<file path="src/rtl/bosm_pkg.sv">
// Package for the blade operational state machine: register map, states,
// pin bundle, event record and timing.
// Assumes a 100 MHz controller clock and a classic Wishbone register bus.
package bosm_pkg;
  // Clock rate, used to derive every cycle count
  localparam int unsigned CLK_MHZ = 100;
  // Longest wait for payload rails to come up, in microseconds
  localparam int unsigned PWR_UP_TO_US = 10000;
  // Longest wait for an orderly payload shutdown, in microseconds
  localparam int unsigned SHUT_TO_US = 5000000;
  localparam int unsigned PWR_UP_TO_CYC = PWR_UP_TO_US * CLK_MHZ;
  localparam int unsigned SHUT_TO_CYC = SHUT_TO_US * CLK_MHZ;

  // Register byte offsets
  localparam logic [7:0] ADR_CTRL = 8'h00;
  localparam logic [7:0] ADR_CMD = 8'h04;
  localparam logic [7:0] ADR_STATUS = 8'h08;
  localparam logic [7:0] ADR_EVT = 8'h0c;

  // Field positions
  localparam int CMD_ACT_BIT = 0;
  localparam int CMD_DEACT_BIT = 1;
  localparam int CMD_GRANT_BIT = 2;
  localparam int STAT_THERM_BIT = 11;
  localparam int STAT_VOLT_BIT = 12;
  localparam int EVT_PEND_BIT = 16;

  // Policy after reset: activate, so a blade without extra criteria moves on
  localparam logic POLICY_RST = 1'b1;

  typedef enum logic [6:0] {
    INACTIVE_STATE = 7'h01,
    ACTIVATION_REQUESTED_STATE = 7'h02,
    ACTIVATION_IN_PROGRESS_STATE = 7'h04,
    ACTIVE_RUNNING_STATE = 7'h08,
    DEACTIVATION_REQUESTED_STATE = 7'h10,
    DEACTIVATION_IN_PROGRESS_STATE = 7'h20,
    ACTIVE_STANDBY_STATE = 7'h40
  } bosm_state_e;

  typedef enum logic [4:0] {
    PS_OFF = 5'h01,
    PS_RAMP = 5'h02,
    PS_ON = 5'h04,
    PS_SHUT = 5'h08,
    PS_FAIL = 5'h10
  } bosm_pwr_e;

  // Board-level inputs, all asynchronous to the controller clock
  typedef struct packed {
    logic btn;
    logic wake;
    logic suspend;
    logic warn_volt;
    logic warn_therm;
    logic hw_fault;
    logic pl_off_req;
    logic off_done;
    logic rails_good;
    logic ext_ok;
    logic ins_ok;
  } bosm_pins_s;

  localparam int PIN_W = $bits(bosm_pins_s);

  // Last reported transition
  typedef struct packed {
    logic ovr;
    logic pend;
    bosm_state_e to;
    bosm_state_e from;
  } bosm_evt_s;
endpackage

</file>
<file path="src/rtl/bosm_top.sv">
// Blade operational state machine with Wishbone registers and payload
// power control. Assumes board pins are asynchronous and that the chassis
// manager commands arrive as register writes.
//
// Overview of operation
// - Inactive and activation requested keep payload off.
// - Inactive to activation requested once insertion criteria met.
// - Deactivate command or extraction returns to inactive.
// - Activate command moves to activation in progress.
// - Payload power only after budget granted.
// - Rails up lets blade move to active.
// - Power failure, deactivate or extraction ends activation.
// - Active blade monitors and reports thermal, voltage warnings.
// - Policy deactivate in active requests deactivation.
// - Deactivate command in active forces deactivation.
// - Failure or payload power off forces deactivation.
// - Deactivation requested keeps power and budget.
// - Deactivate proceeds, activate returns to active.
// - Forcible conditions also apply in deactivation requested.
// - Deactivation in progress never reverses.
// - Orderly payload shutdown, forced off on timeout.
// - Completion revokes budget, clears policy, enters inactive.
// - Suspend to memory enters standby, keeping budget.
// - Standby returns straight to active.
// - Every transition is reported as an event.
// - Policy bit: commands, register writes, button change it.
// - Criteria combine policy with board conditions.
//
// Register access over Wishbone and the placing of the registers are this design's own decisions.
`timescale 1ns/1ps
module bosm_top
  import bosm_pkg::*;
#(
  parameter int unsigned PWR_UP_TO = PWR_UP_TO_CYC,
  parameter int unsigned SHUT_TO = SHUT_TO_CYC
) (
  input wire logic ref_clk_in,
  input wire logic rst_in,
  input wire logic ce_in,
  input wire logic wb_cyc_in,
  input wire logic wb_stb_in,
  input wire logic wb_we_in,
  input wire logic [7:0] wb_adr_in,
  input wire logic [3:0] wb_sel_in,
  input wire logic [31:0] wb_dat_in,
  output logic [31:0] wb_dat_out,
  output logic wb_ack_out,
  input wire logic ins_ok_in,
  input wire logic ext_ok_in,
  input wire logic rails_good_in,
  input wire logic off_done_in,
  input wire logic pl_off_req_in,
  input wire logic hw_fault_in,
  input wire logic warn_therm_in,
  input wire logic warn_volt_in,
  input wire logic suspend_in,
  input wire logic wake_in,
  input wire logic btn_in,
  output logic payload_pwr_en_out,
  output logic graceful_off_req_out,
  output logic [6:0] state_out,
  output logic evt_strobe_out,
  output logic evt_pend_out
);
  bosm_pins_s raw;
  logic [PIN_W-1:0] meta_q;
  bosm_pins_s pin;
  logic btn_d_q;
  logic btn_press;
  bosm_state_e st_q;
  bosm_state_e st_d;
  logic policy_q;
  logic budget_q;
  logic therm_q;
  logic volt_q;
  logic cmd_act_q;
  logic cmd_deact_q;
  logic cmd_grant_q;
  bosm_evt_s evt_q;
  logic req;
  logic wr;
  logic [31:0] rd_d;
  logic on_req;
  logic seq_up;
  logic seq_fail;
  logic seq_off;
  logic extract;
  logic forcible;
  logic evt_clr;

  assign raw = '{btn: btn_in, wake: wake_in, suspend: suspend_in,
                 warn_volt: warn_volt_in, warn_therm: warn_therm_in,
                 hw_fault: hw_fault_in, pl_off_req: pl_off_req_in,
                 off_done: off_done_in, rails_good: rails_good_in,
                 ext_ok: ext_ok_in, ins_ok: ins_ok_in};

  // Two-stage synchroniser on every board pin
  for (genvar i = 0; i < PIN_W; i++) begin : g_sync
    always_ff @(posedge ref_clk_in or posedge rst_in) begin
      if (rst_in) begin
        meta_q[i] <= 1'b0;
        pin[i] <= 1'b0;
      end else if (ce_in) begin
        meta_q[i] <= raw[i];
        pin[i] <= meta_q[i];
      end
    end
  end

  // Button press edge, taken from the second stage only
  always_ff @(posedge ref_clk_in or posedge rst_in) begin
    if (rst_in) begin
      btn_d_q <= 1'b0;
    end else if (ce_in) begin
      btn_d_q <= pin.btn;
    end
  end
  assign btn_press = pin.btn & ~btn_d_q;

  // Criteria and forcing conditions
  assign extract = ~policy_q & pin.ext_ok;
  assign forcible = pin.hw_fault | pin.pl_off_req | seq_fail;
  assign req = wb_cyc_in & wb_stb_in & ~wb_ack_out;
  assign wr = req & wb_we_in;
  assign evt_clr = wr & (wb_adr_in == ADR_EVT) & wb_sel_in[2]
                   & wb_dat_in[EVT_PEND_BIT];

  // Operational state transitions; deactivate wins over activate
  always_comb begin
    st_d = st_q;
    unique case (st_q)
      INACTIVE_STATE: begin
        if (policy_q && pin.ins_ok) st_d = ACTIVATION_REQUESTED_STATE;
      end
      ACTIVATION_REQUESTED_STATE: begin
        if (cmd_deact_q || extract) st_d = INACTIVE_STATE;
        else if (cmd_act_q) st_d = ACTIVATION_IN_PROGRESS_STATE;
      end
      ACTIVATION_IN_PROGRESS_STATE: begin
        if (seq_fail || cmd_deact_q || extract) begin
          st_d = DEACTIVATION_IN_PROGRESS_STATE;
        end else if (seq_up) begin
          st_d = ACTIVE_RUNNING_STATE;
        end
      end
      ACTIVE_RUNNING_STATE: begin
        if (cmd_deact_q || forcible) begin
          st_d = DEACTIVATION_IN_PROGRESS_STATE;
        end else if (extract) begin
          st_d = DEACTIVATION_REQUESTED_STATE;
        end
      end
      DEACTIVATION_REQUESTED_STATE: begin
        if (cmd_deact_q || forcible) begin
          st_d = DEACTIVATION_IN_PROGRESS_STATE;
        end else if (cmd_act_q) begin
          st_d = ACTIVE_RUNNING_STATE;
        end
      end
      DEACTIVATION_IN_PROGRESS_STATE: begin
        // Commands are ignored here; only completion leaves
        if (seq_off) begin
          st_d = pin.suspend ? ACTIVE_STANDBY_STATE : INACTIVE_STATE;
        end
      end
      ACTIVE_STANDBY_STATE: begin
        if (pin.wake) st_d = ACTIVE_RUNNING_STATE;
      end
      default: st_d = INACTIVE_STATE;
    endcase
  end

  always_ff @(posedge ref_clk_in or posedge rst_in) begin
    if (rst_in) begin
      st_q <= INACTIVE_STATE;
    end else if (ce_in) begin
      st_q <= st_d;
    end
  end
  assign state_out = st_q;

  // Payload power wanted once budget is held; off in inactive and requested
  assign on_req = (st_q == ACTIVATION_IN_PROGRESS_STATE && budget_q)
                  || st_q == ACTIVE_RUNNING_STATE
                  || st_q == DEACTIVATION_REQUESTED_STATE;

  bosm_pwr_seq #(
    .UP_TO(PWR_UP_TO),
    .DN_TO(SHUT_TO)
  ) u_seq (
    .ref_clk_in(ref_clk_in),
    .rst_in(rst_in),
    .ce_in(ce_in),
    .on_req_in(on_req),
    .rails_good_in(pin.rails_good),
    .off_done_in(pin.off_done),
    .pwr_en_out(payload_pwr_en_out),
    .graceful_out(graceful_off_req_out),
    .up_out(seq_up),
    .fail_out(seq_fail),
    .off_out(seq_off)
  );

  // Activation policy; finishing deactivation overrides everything else
  always_ff @(posedge ref_clk_in or posedge rst_in) begin
    if (rst_in) begin
      policy_q <= POLICY_RST;
    end else if (ce_in) begin
      if (st_q == DEACTIVATION_IN_PROGRESS_STATE && st_d == INACTIVE_STATE) begin
        policy_q <= 1'b0;
      end else if (cmd_deact_q) begin
        policy_q <= 1'b0;
      end else if (cmd_act_q) begin
        policy_q <= 1'b1;
      end else if (wr && wb_adr_in == ADR_CTRL && wb_sel_in[0]) begin
        policy_q <= wb_dat_in[0];
      end else if (btn_press) begin
        policy_q <= ~policy_q;
      end
    end
  end

  // Power budget: granted before power-up, kept through standby
  always_ff @(posedge ref_clk_in or posedge rst_in) begin
    if (rst_in) begin
      budget_q <= 1'b0;
    end else if (ce_in) begin
      if (st_d == INACTIVE_STATE) begin
        budget_q <= 1'b0;
      end else if (cmd_grant_q && st_q == ACTIVATION_IN_PROGRESS_STATE) begin
        budget_q <= 1'b1;
      end
    end
  end

  // Command strobes last one cycle after the register write
  always_ff @(posedge ref_clk_in or posedge rst_in) begin
    if (rst_in) begin
      cmd_act_q <= 1'b0;
      cmd_deact_q <= 1'b0;
      cmd_grant_q <= 1'b0;
    end else if (ce_in) begin
      cmd_act_q <= wr && wb_adr_in == ADR_CMD && wb_sel_in[0]
                   && wb_dat_in[CMD_ACT_BIT];
      cmd_deact_q <= wr && wb_adr_in == ADR_CMD && wb_sel_in[0]
                     && wb_dat_in[CMD_DEACT_BIT];
      cmd_grant_q <= wr && wb_adr_in == ADR_CMD && wb_sel_in[0]
                     && wb_dat_in[CMD_GRANT_BIT];
    end
  end

  // Sticky warnings while payload runs; a new warning beats the clear
  always_ff @(posedge ref_clk_in or posedge rst_in) begin
    if (rst_in) begin
      therm_q <= 1'b0;
      volt_q <= 1'b0;
    end else if (ce_in) begin
      if (on_req && pin.warn_therm) begin
        therm_q <= 1'b1;
      end else if (wr && wb_adr_in == ADR_STATUS && wb_sel_in[1]
                   && wb_dat_in[STAT_THERM_BIT]) begin
        therm_q <= 1'b0;
      end
      if (on_req && pin.warn_volt) begin
        volt_q <= 1'b1;
      end else if (wr && wb_adr_in == ADR_STATUS && wb_sel_in[1]
                   && wb_dat_in[STAT_VOLT_BIT]) begin
        volt_q <= 1'b0;
      end
    end
  end

  // Transition record; an unread record that is replaced sets overrun
  always_ff @(posedge ref_clk_in or posedge rst_in) begin
    if (rst_in) begin
      evt_q <= '{ovr: 1'b0, pend: 1'b0, to: INACTIVE_STATE, from: INACTIVE_STATE};
      evt_strobe_out <= 1'b0;
    end else if (ce_in) begin
      evt_strobe_out <= (st_d != st_q);
      if (st_d != st_q) begin
        evt_q.from <= st_q;
        evt_q.to <= st_d;
        evt_q.pend <= 1'b1;
        evt_q.ovr <= evt_q.ovr | (evt_q.pend & ~evt_clr);
      end else if (evt_clr) begin
        evt_q.pend <= 1'b0;
        evt_q.ovr <= 1'b0;
      end
    end
  end
  assign evt_pend_out = evt_q.pend;

  // Read mux; unmapped offsets read as zero
  always_comb begin
    rd_d = 32'h0000_0000;
    unique case (wb_adr_in)
      ADR_CTRL: rd_d = {31'h0000_0000, policy_q};
      ADR_STATUS: rd_d = {19'h0_0000, volt_q, therm_q, payload_pwr_en_out,
                          budget_q, policy_q, 1'b0, st_q};
      ADR_EVT: rd_d = {14'h0000, evt_q.ovr, evt_q.pend, 1'b0, evt_q.to,
                       1'b0, evt_q.from};
      default: rd_d = 32'h0000_0000;
    endcase
  end

  // Single-cycle acknowledge, dropped after one cycle
  always_ff @(posedge ref_clk_in or posedge rst_in) begin
    if (rst_in) begin
      wb_ack_out <= 1'b0;
      wb_dat_out <= 32'h0000_0000;
    end else if (ce_in) begin
      wb_ack_out <= req;
      if (req) wb_dat_out <= rd_d;
    end
  end
endmodule // bosm_top

</file>
<file path="src/rtl/bosm_pwr_seq.sv">
// Payload power sequencer: ramps rails with a timeout, shuts down orderly
// and forces power off when the payload does not answer in time.
// Assumes rails_good and off_done are already synchronised.
`timescale 1ns/1ps
module bosm_pwr_seq
  import bosm_pkg::*;
#(
  parameter int unsigned UP_TO = PWR_UP_TO_CYC,
  parameter int unsigned DN_TO = SHUT_TO_CYC
) (
  input wire logic ref_clk_in,
  input wire logic rst_in,
  input wire logic ce_in,
  input wire logic on_req_in,
  input wire logic rails_good_in,
  input wire logic off_done_in,
  output logic pwr_en_out,
  output logic graceful_out,
  output logic up_out,
  output logic fail_out,
  output logic off_out
);
  bosm_pwr_e ps_q;
  bosm_pwr_e ps_d;
  logic [31:0] cnt_q;

  // Sequencer next state; a ramp that times out counts as a failure
  always_comb begin
    ps_d = ps_q;
    unique case (ps_q)
      PS_OFF: if (on_req_in) ps_d = PS_RAMP;
      PS_RAMP: begin
        if (!on_req_in) ps_d = PS_SHUT;
        else if (rails_good_in) ps_d = PS_ON;
        else if (cnt_q == 32'(UP_TO - 1)) ps_d = PS_FAIL;
      end
      PS_ON: begin
        if (!on_req_in) ps_d = PS_SHUT;
        else if (!rails_good_in) ps_d = PS_FAIL;
      end
      PS_SHUT: begin
        if (off_done_in || cnt_q == 32'(DN_TO - 1)) ps_d = PS_OFF;
      end
      PS_FAIL: if (!on_req_in) ps_d = PS_OFF;
      default: ps_d = PS_OFF;
    endcase
  end

  always_ff @(posedge ref_clk_in or posedge rst_in) begin
    if (rst_in) begin
      ps_q <= PS_OFF;
    end else if (ce_in) begin
      ps_q <= ps_d;
    end
  end

  // Timeout counter restarts on every state change
  always_ff @(posedge ref_clk_in or posedge rst_in) begin
    if (rst_in) begin
      cnt_q <= 32'h0000_0000;
    end else if (ce_in) begin
      cnt_q <= (ps_d != ps_q) ? 32'h0000_0000 : cnt_q + 32'h0000_0001;
    end
  end

  // Outputs from flops; power stays on during an orderly shutdown
  always_ff @(posedge ref_clk_in or posedge rst_in) begin
    if (rst_in) begin
      pwr_en_out <= 1'b0;
      graceful_out <= 1'b0;
      up_out <= 1'b0;
      fail_out <= 1'b0;
      off_out <= 1'b1;
    end else if (ce_in) begin
      pwr_en_out <= ps_d inside {PS_RAMP, PS_ON, PS_SHUT};
      graceful_out <= (ps_d == PS_SHUT);
      up_out <= (ps_d == PS_ON);
      fail_out <= (ps_d == PS_FAIL);
      off_out <= (ps_d == PS_OFF);
    end
  end
endmodule // bosm_pwr_seq

</file>
<file path="config.mk">
export PLATFORM = sky130hd
export DESIGN_NAME = bosm_top
export DESIGN_NICKNAME = d
export VERILOG_FILES = /design/src/rtl/bosm_pkg.sv /design/src/rtl/bosm_top.sv /design/src/rtl/bosm_pwr_seq.sv
export SDC_FILE = /design/constraint.sdc
export NUM_CORES = 1
export LEC_CHECK = 0
export ABC_AREA = 1
export BUFFER_PORTS_ARGS = -buffer_cell sky130_fd_sc_hd__buf_2
export CELL_PAD_IN_SITES_DETAIL_PLACEMENT = 1
export CELL_PAD_IN_SITES_GLOBAL_PLACEMENT = 1
export CORE_ASPECT_RATIO = 1.1
export CORE_MARGIN = 3
export CORE_UTILIZATION = 41
export DETAILED_ROUTE_END_ITERATION = 7
export PLACE_DENSITY_LB_ADDON = 0.1
export SETUP_SLACK_MARGIN = 0.4
export SLEW_MARGIN = 10
export SYNTH_ARGS = -nofsm -noshare
export SYNTH_HDL_FRONTEND = slang
export SYNTH_SLANG_ARGS = --single-unit
</file>
<file path="constraint.sdc">
create_clock -name ref_clk_in -period 4.4 [get_ports ref_clk_in]
set_input_delay 0.22 -clock ref_clk_in [delete_from_list [all_inputs] [get_ports ref_clk_in]]
set_output_delay 0.22 -clock ref_clk_in [all_outputs]
set_load 0.01 [all_outputs]
</file>
==> impl_metrics.prom <==
# TYPE chip_impl_metric gauge
chip_impl_info{name="outcome",value="finished clean"} 1
chip_impl_metric{name="worstPathRequired",unit="ns"} 4.71
chip_impl_metric{name="r2r_slack",unit="ns"} 1.60
chip_impl_metric{name="synth_largest_type_area_fraction",unit="%"} 42.0
chip_impl_metric{name="firstDrtPassIters",unit=""} 4
chip_impl_metric{name="avgSynthCellArea",unit="um^2"} 7.58
chip_impl_metric{name="grt_overflow",unit=""} 0
chip_impl_metric{name="ys_types",unit=""} 38
chip_impl_metric{name="irDropWorstVdd",unit="uV"} 266
chip_impl_metric{name="yosysWarningCount",unit=""} 0
chip_impl_metric{name="timing.hold.worst_path_depth",unit=""} 3
chip_impl_metric{name="grt_first_pass_wirelength",unit="um"} 30000
chip_impl_metric{name="transition_time_of_the_tightest_slew_check_pin",unit="ns"} 0.983
chip_impl_metric{name="clkSlewWorstSetupHoldPaths",unit="ns"} 0.05
chip_impl_info{name="critPathLaunchType",value="flip-flop"} 1
chip_impl_metric{name="final_sum_of_negative_setup_slack",unit="ns"} 0
chip_impl_info{name="synth_top_cell_by_area",value="dfrtp_1"} 1
chip_impl_metric{name="port_buffers",unit=""} 61
chip_impl_info{name="clock-root-buffer",value="clkbuf_16"} 1
chip_impl_info{name="type_of_destination_of_the_critical_path",value="flip-flop"} 1
chip_impl_metric{name="setup_violations",unit=""} 0
chip_impl_info{name="cts_tree",value="built"} 1
chip_impl_metric{name="floorplan.io_pins",unit=""} 105
chip_impl_info{name="routed.top_layer",value="met4"} 1
chip_impl_metric{name="routed-wl-met3",unit="um"} 499
chip_impl_metric{name="route.layer.met1.wl",unit="um"} 8120
chip_impl_metric{name="die_width",unit="um"} 125
chip_impl_metric{name="cell_area_synth",unit="um^2"} 6370
chip_impl_info{name="worst_setup_path_category",value="reg -> reg"} 1
chip_impl_metric{name="core_footprint",unit="um^2"} 15100
chip_impl_metric{name="detail_route.drc_violations",unit=""} 0
chip_impl_metric{name="routed_wire_length_per_instance",unit="um"} 16.1
chip_impl_metric{name="grt_pass1_vias",unit=""} 5999
chip_impl_metric{name="reg2reg_depth",unit=""} 15
chip_impl_metric{name="layout-drive-gt1-share",unit="%"} 18.6
chip_impl_metric{name="post_synth_inst_count",unit=""} 841
chip_impl_metric{name="timing.final.crit_period",unit="ns"} 2.80
chip_impl_metric{name="vias_per_cell",unit=""} 5.06
chip_impl_metric{name="routed_wl",unit="um"} 17900
chip_impl_metric{name="path_max_fanout",unit=""} 32
chip_impl_metric{name="critPathArrivalTime",unit="ns"} 3.11
chip_impl_metric{name="power.density",unit="nW/um^2"} 405
chip_impl_metric{name="clock_buffers_created_by_tritoncts",unit=""} 17
chip_impl_metric{name="finalNonFillerCells",unit=""} 1112
chip_impl_metric{name="max-clock-path-buffers",unit=""} 2
chip_impl_info{name="hold_class",value="in -> reg"} 1
chip_impl_metric{name="worst_clk_skew",unit="ns"} 0.00995
chip_impl_metric{name="synthToLayoutAreaGrowth",unit="%"} 16.0
chip_impl_metric{name="fin_nets",unit=""} 965
chip_impl_metric{name="finalHoldViolations",unit=""} 0
chip_impl_metric{name="fmax",unit="GHz"} 0.358
chip_impl_metric{name="routabilityCongestion",unit=""} 0.853
chip_impl_info{name="layout_commonest_cell",value="nand2_1"} 1
chip_impl_metric{name="initialDrtViolationCount",unit=""} 294
chip_impl_metric{name="cap_viol_max_count",unit=""} 0
chip_impl_metric{name="register_area_share_after_synthesis",unit="%"} 44.5
chip_impl_info{name="synth.area.top_cells",value="dfrtp_1, nand2_1, inv_1"} 1
chip_impl_metric{name="cts_sinks",unit=""} 113
chip_impl_metric{name="grt_antenna_before_repair",unit=""} 0
chip_impl_metric{name="worst_slew_margin_rel",unit="%"} 34.2
chip_impl_metric{name="post_cts_buffers",unit=""} 0
chip_impl_metric{name="synth_edf_count",unit=""} 0
chip_impl_metric{name="initial_cell_density_of_the_core",unit="%"} 42.2
chip_impl_metric{name="fp-row-count",unit=""} 47
chip_impl_metric{name="ant_nets",unit=""} 0
chip_impl_metric{name="vias_after_detailed_routing",unit=""} 5625
chip_impl_info{name="unrepaired_setup_endpoints_after_global_routing",value="false"} 1
chip_impl_info{name="synth_top_flop_cell",value="dfrtp_1"} 1
chip_impl_metric{name="cts_hold_buffers",unit=""} 6
chip_impl_metric{name="layout_worst_path_cycle_share",unit="%"} 63.6
chip_impl_metric{name="htree_num_levels",unit=""} 4
chip_impl_metric{name="fill_cells",unit=""} 1911
chip_impl_metric{name="grt_max_degree",unit=""} 85
chip_impl_metric{name="drv_slew",unit=""} 0
chip_impl_metric{name="total_leakage_power",unit="uW"} 0.00365
chip_impl_metric{name="height_of_the_die",unit="um"} 137
chip_impl_metric{name="fp.dieArea",unit="um^2"} 17100
chip_impl_metric{name="synth-async-reset-ratio",unit="%"} 100
chip_impl_metric{name="total_global_route_track_usage",unit="%"} 21.7
chip_impl_metric{name="post_cts.resized_instances",unit=""} 0
chip_impl_metric{name="ys_ff_latch",unit=""} 113
chip_impl_info{name="layout_common_cells",value="nand2_1, dfrtp_1, inv_1"} 1
chip_impl_metric{name="post-dp-hpwl",unit="um"} 12900
chip_impl_metric{name="antenna-diode-count",unit=""} 0
chip_impl_metric{name="numPlacedInstances",unit=""} 1074
chip_impl_metric{name="met2WireLength",unit="um"} 8920
chip_impl_metric{name="clkLatencyLatePin",unit="ns"} 0.41
-- where the power goes --
part           internal [uW]  switching [uW]
Clock                    887             483
Combinational            121             304
Sequential              1130            67.1
-- final timing paths --
check                                   from             end
worst min-delay path               ext_ok_in       meta_q[1]
max in group asynchronous             rst_in          pin[1]
min in group asynchronous             rst_in  wb_dat_out[17]
worst max register to register  state_out[3]  u_seq.cnt_q[1]
worst min register to register     meta_q[3]       meta_q[3]
worst max-delay path            state_out[3]  u_seq.cnt_q[1]
-- stage by stage --
stage	worst slack, ns	total power (uW)	instance area, um^2	hold WS [ns]	utilization, %
after global placement	1.67	1610	6740	0.229	44.6
final	1.60	2990	7390	0.0186	48.9
after global routing	1.32	3140	7390	0.0164	48.9
after detailed placement	1.58	1630	6740	0.243	44.6
after CTS	1.57	3020	7390	0.00464	48.9
after floorplan	1.20	1520	6430	0.337	-
-- cells in the mapped netlist (all sizes together), types with 2 or more instances --
library cell and instances:
nand2 261, dfrtp 107, inv 93, nor2 89
nand3 61, o21ai 53, a21oi 45, buf 30
xor2 24, nand4 17, clkbuf 14, nor3 12
dfstp 6, xnor2 6, nand3b 5, a22o 3
o22ai 3, o31ai 3, nor4 2
-- critical path, cell delays in order, from the launching register on --
cell and delay (ns):
dfrtp_1 0.51, clkinv_2 0.18, nand2_1 0.08, nor2_2 0.15, nand2_2 0.10, inv_2 0.09
nand2_2 0.06, nand2_4 0.09, nand2_2 0.10, nand2_2 0.08, nand2_1 0.08, nand2_1 0.06
nand2_1 0.07, nor2_2 0.09, nand2_2 0.55, o21ai_0 0.39
-- layer usage --
metal  track usage [%]  vias up
li1                  -     2770
met1              27.7     2743
met2              37.2       88
met3              3.71       24
met4              8.43        0
met5                 0        -
-- cell families (layout without fill, tap and decap cells) --
kind of cell             Yosys count  after routing  synth area share (%)
AND/OR/NAND/NOR                  448            448                  30.2
buffers and inverters            138            198                  9.97
flip-flops                       113            113                  44.5
AO/OA/AOI/OAI                    110            110                  10.9
XOR/XNOR                          30             30                  4.12
adder cells (fa/ha/maj)            1              1                 0.196
other                              1             16                0.0588
-- cell type report --
cell class	instances	area [um^2]	area share [%]
multi-input combinational	605	2960	40.0
inverter	94	357	4.82
tap	196	245	3.32
sequential	113	2840	38.4
clock inverter	10	108	1.46
clock buffer	22	484	6.55
timing repair buffer	72	405	5.48
-- state kept, by name, indices dropped and copies added, names as in the netlist, 5 cells and up --
name and flops:
u_seq.cnt_q 32, evt_q 15, u_seq.ps_q 5, pin 11, state_out 7, wb_dat_out 16, meta_q 11
(Power assumes the default switching activity.)
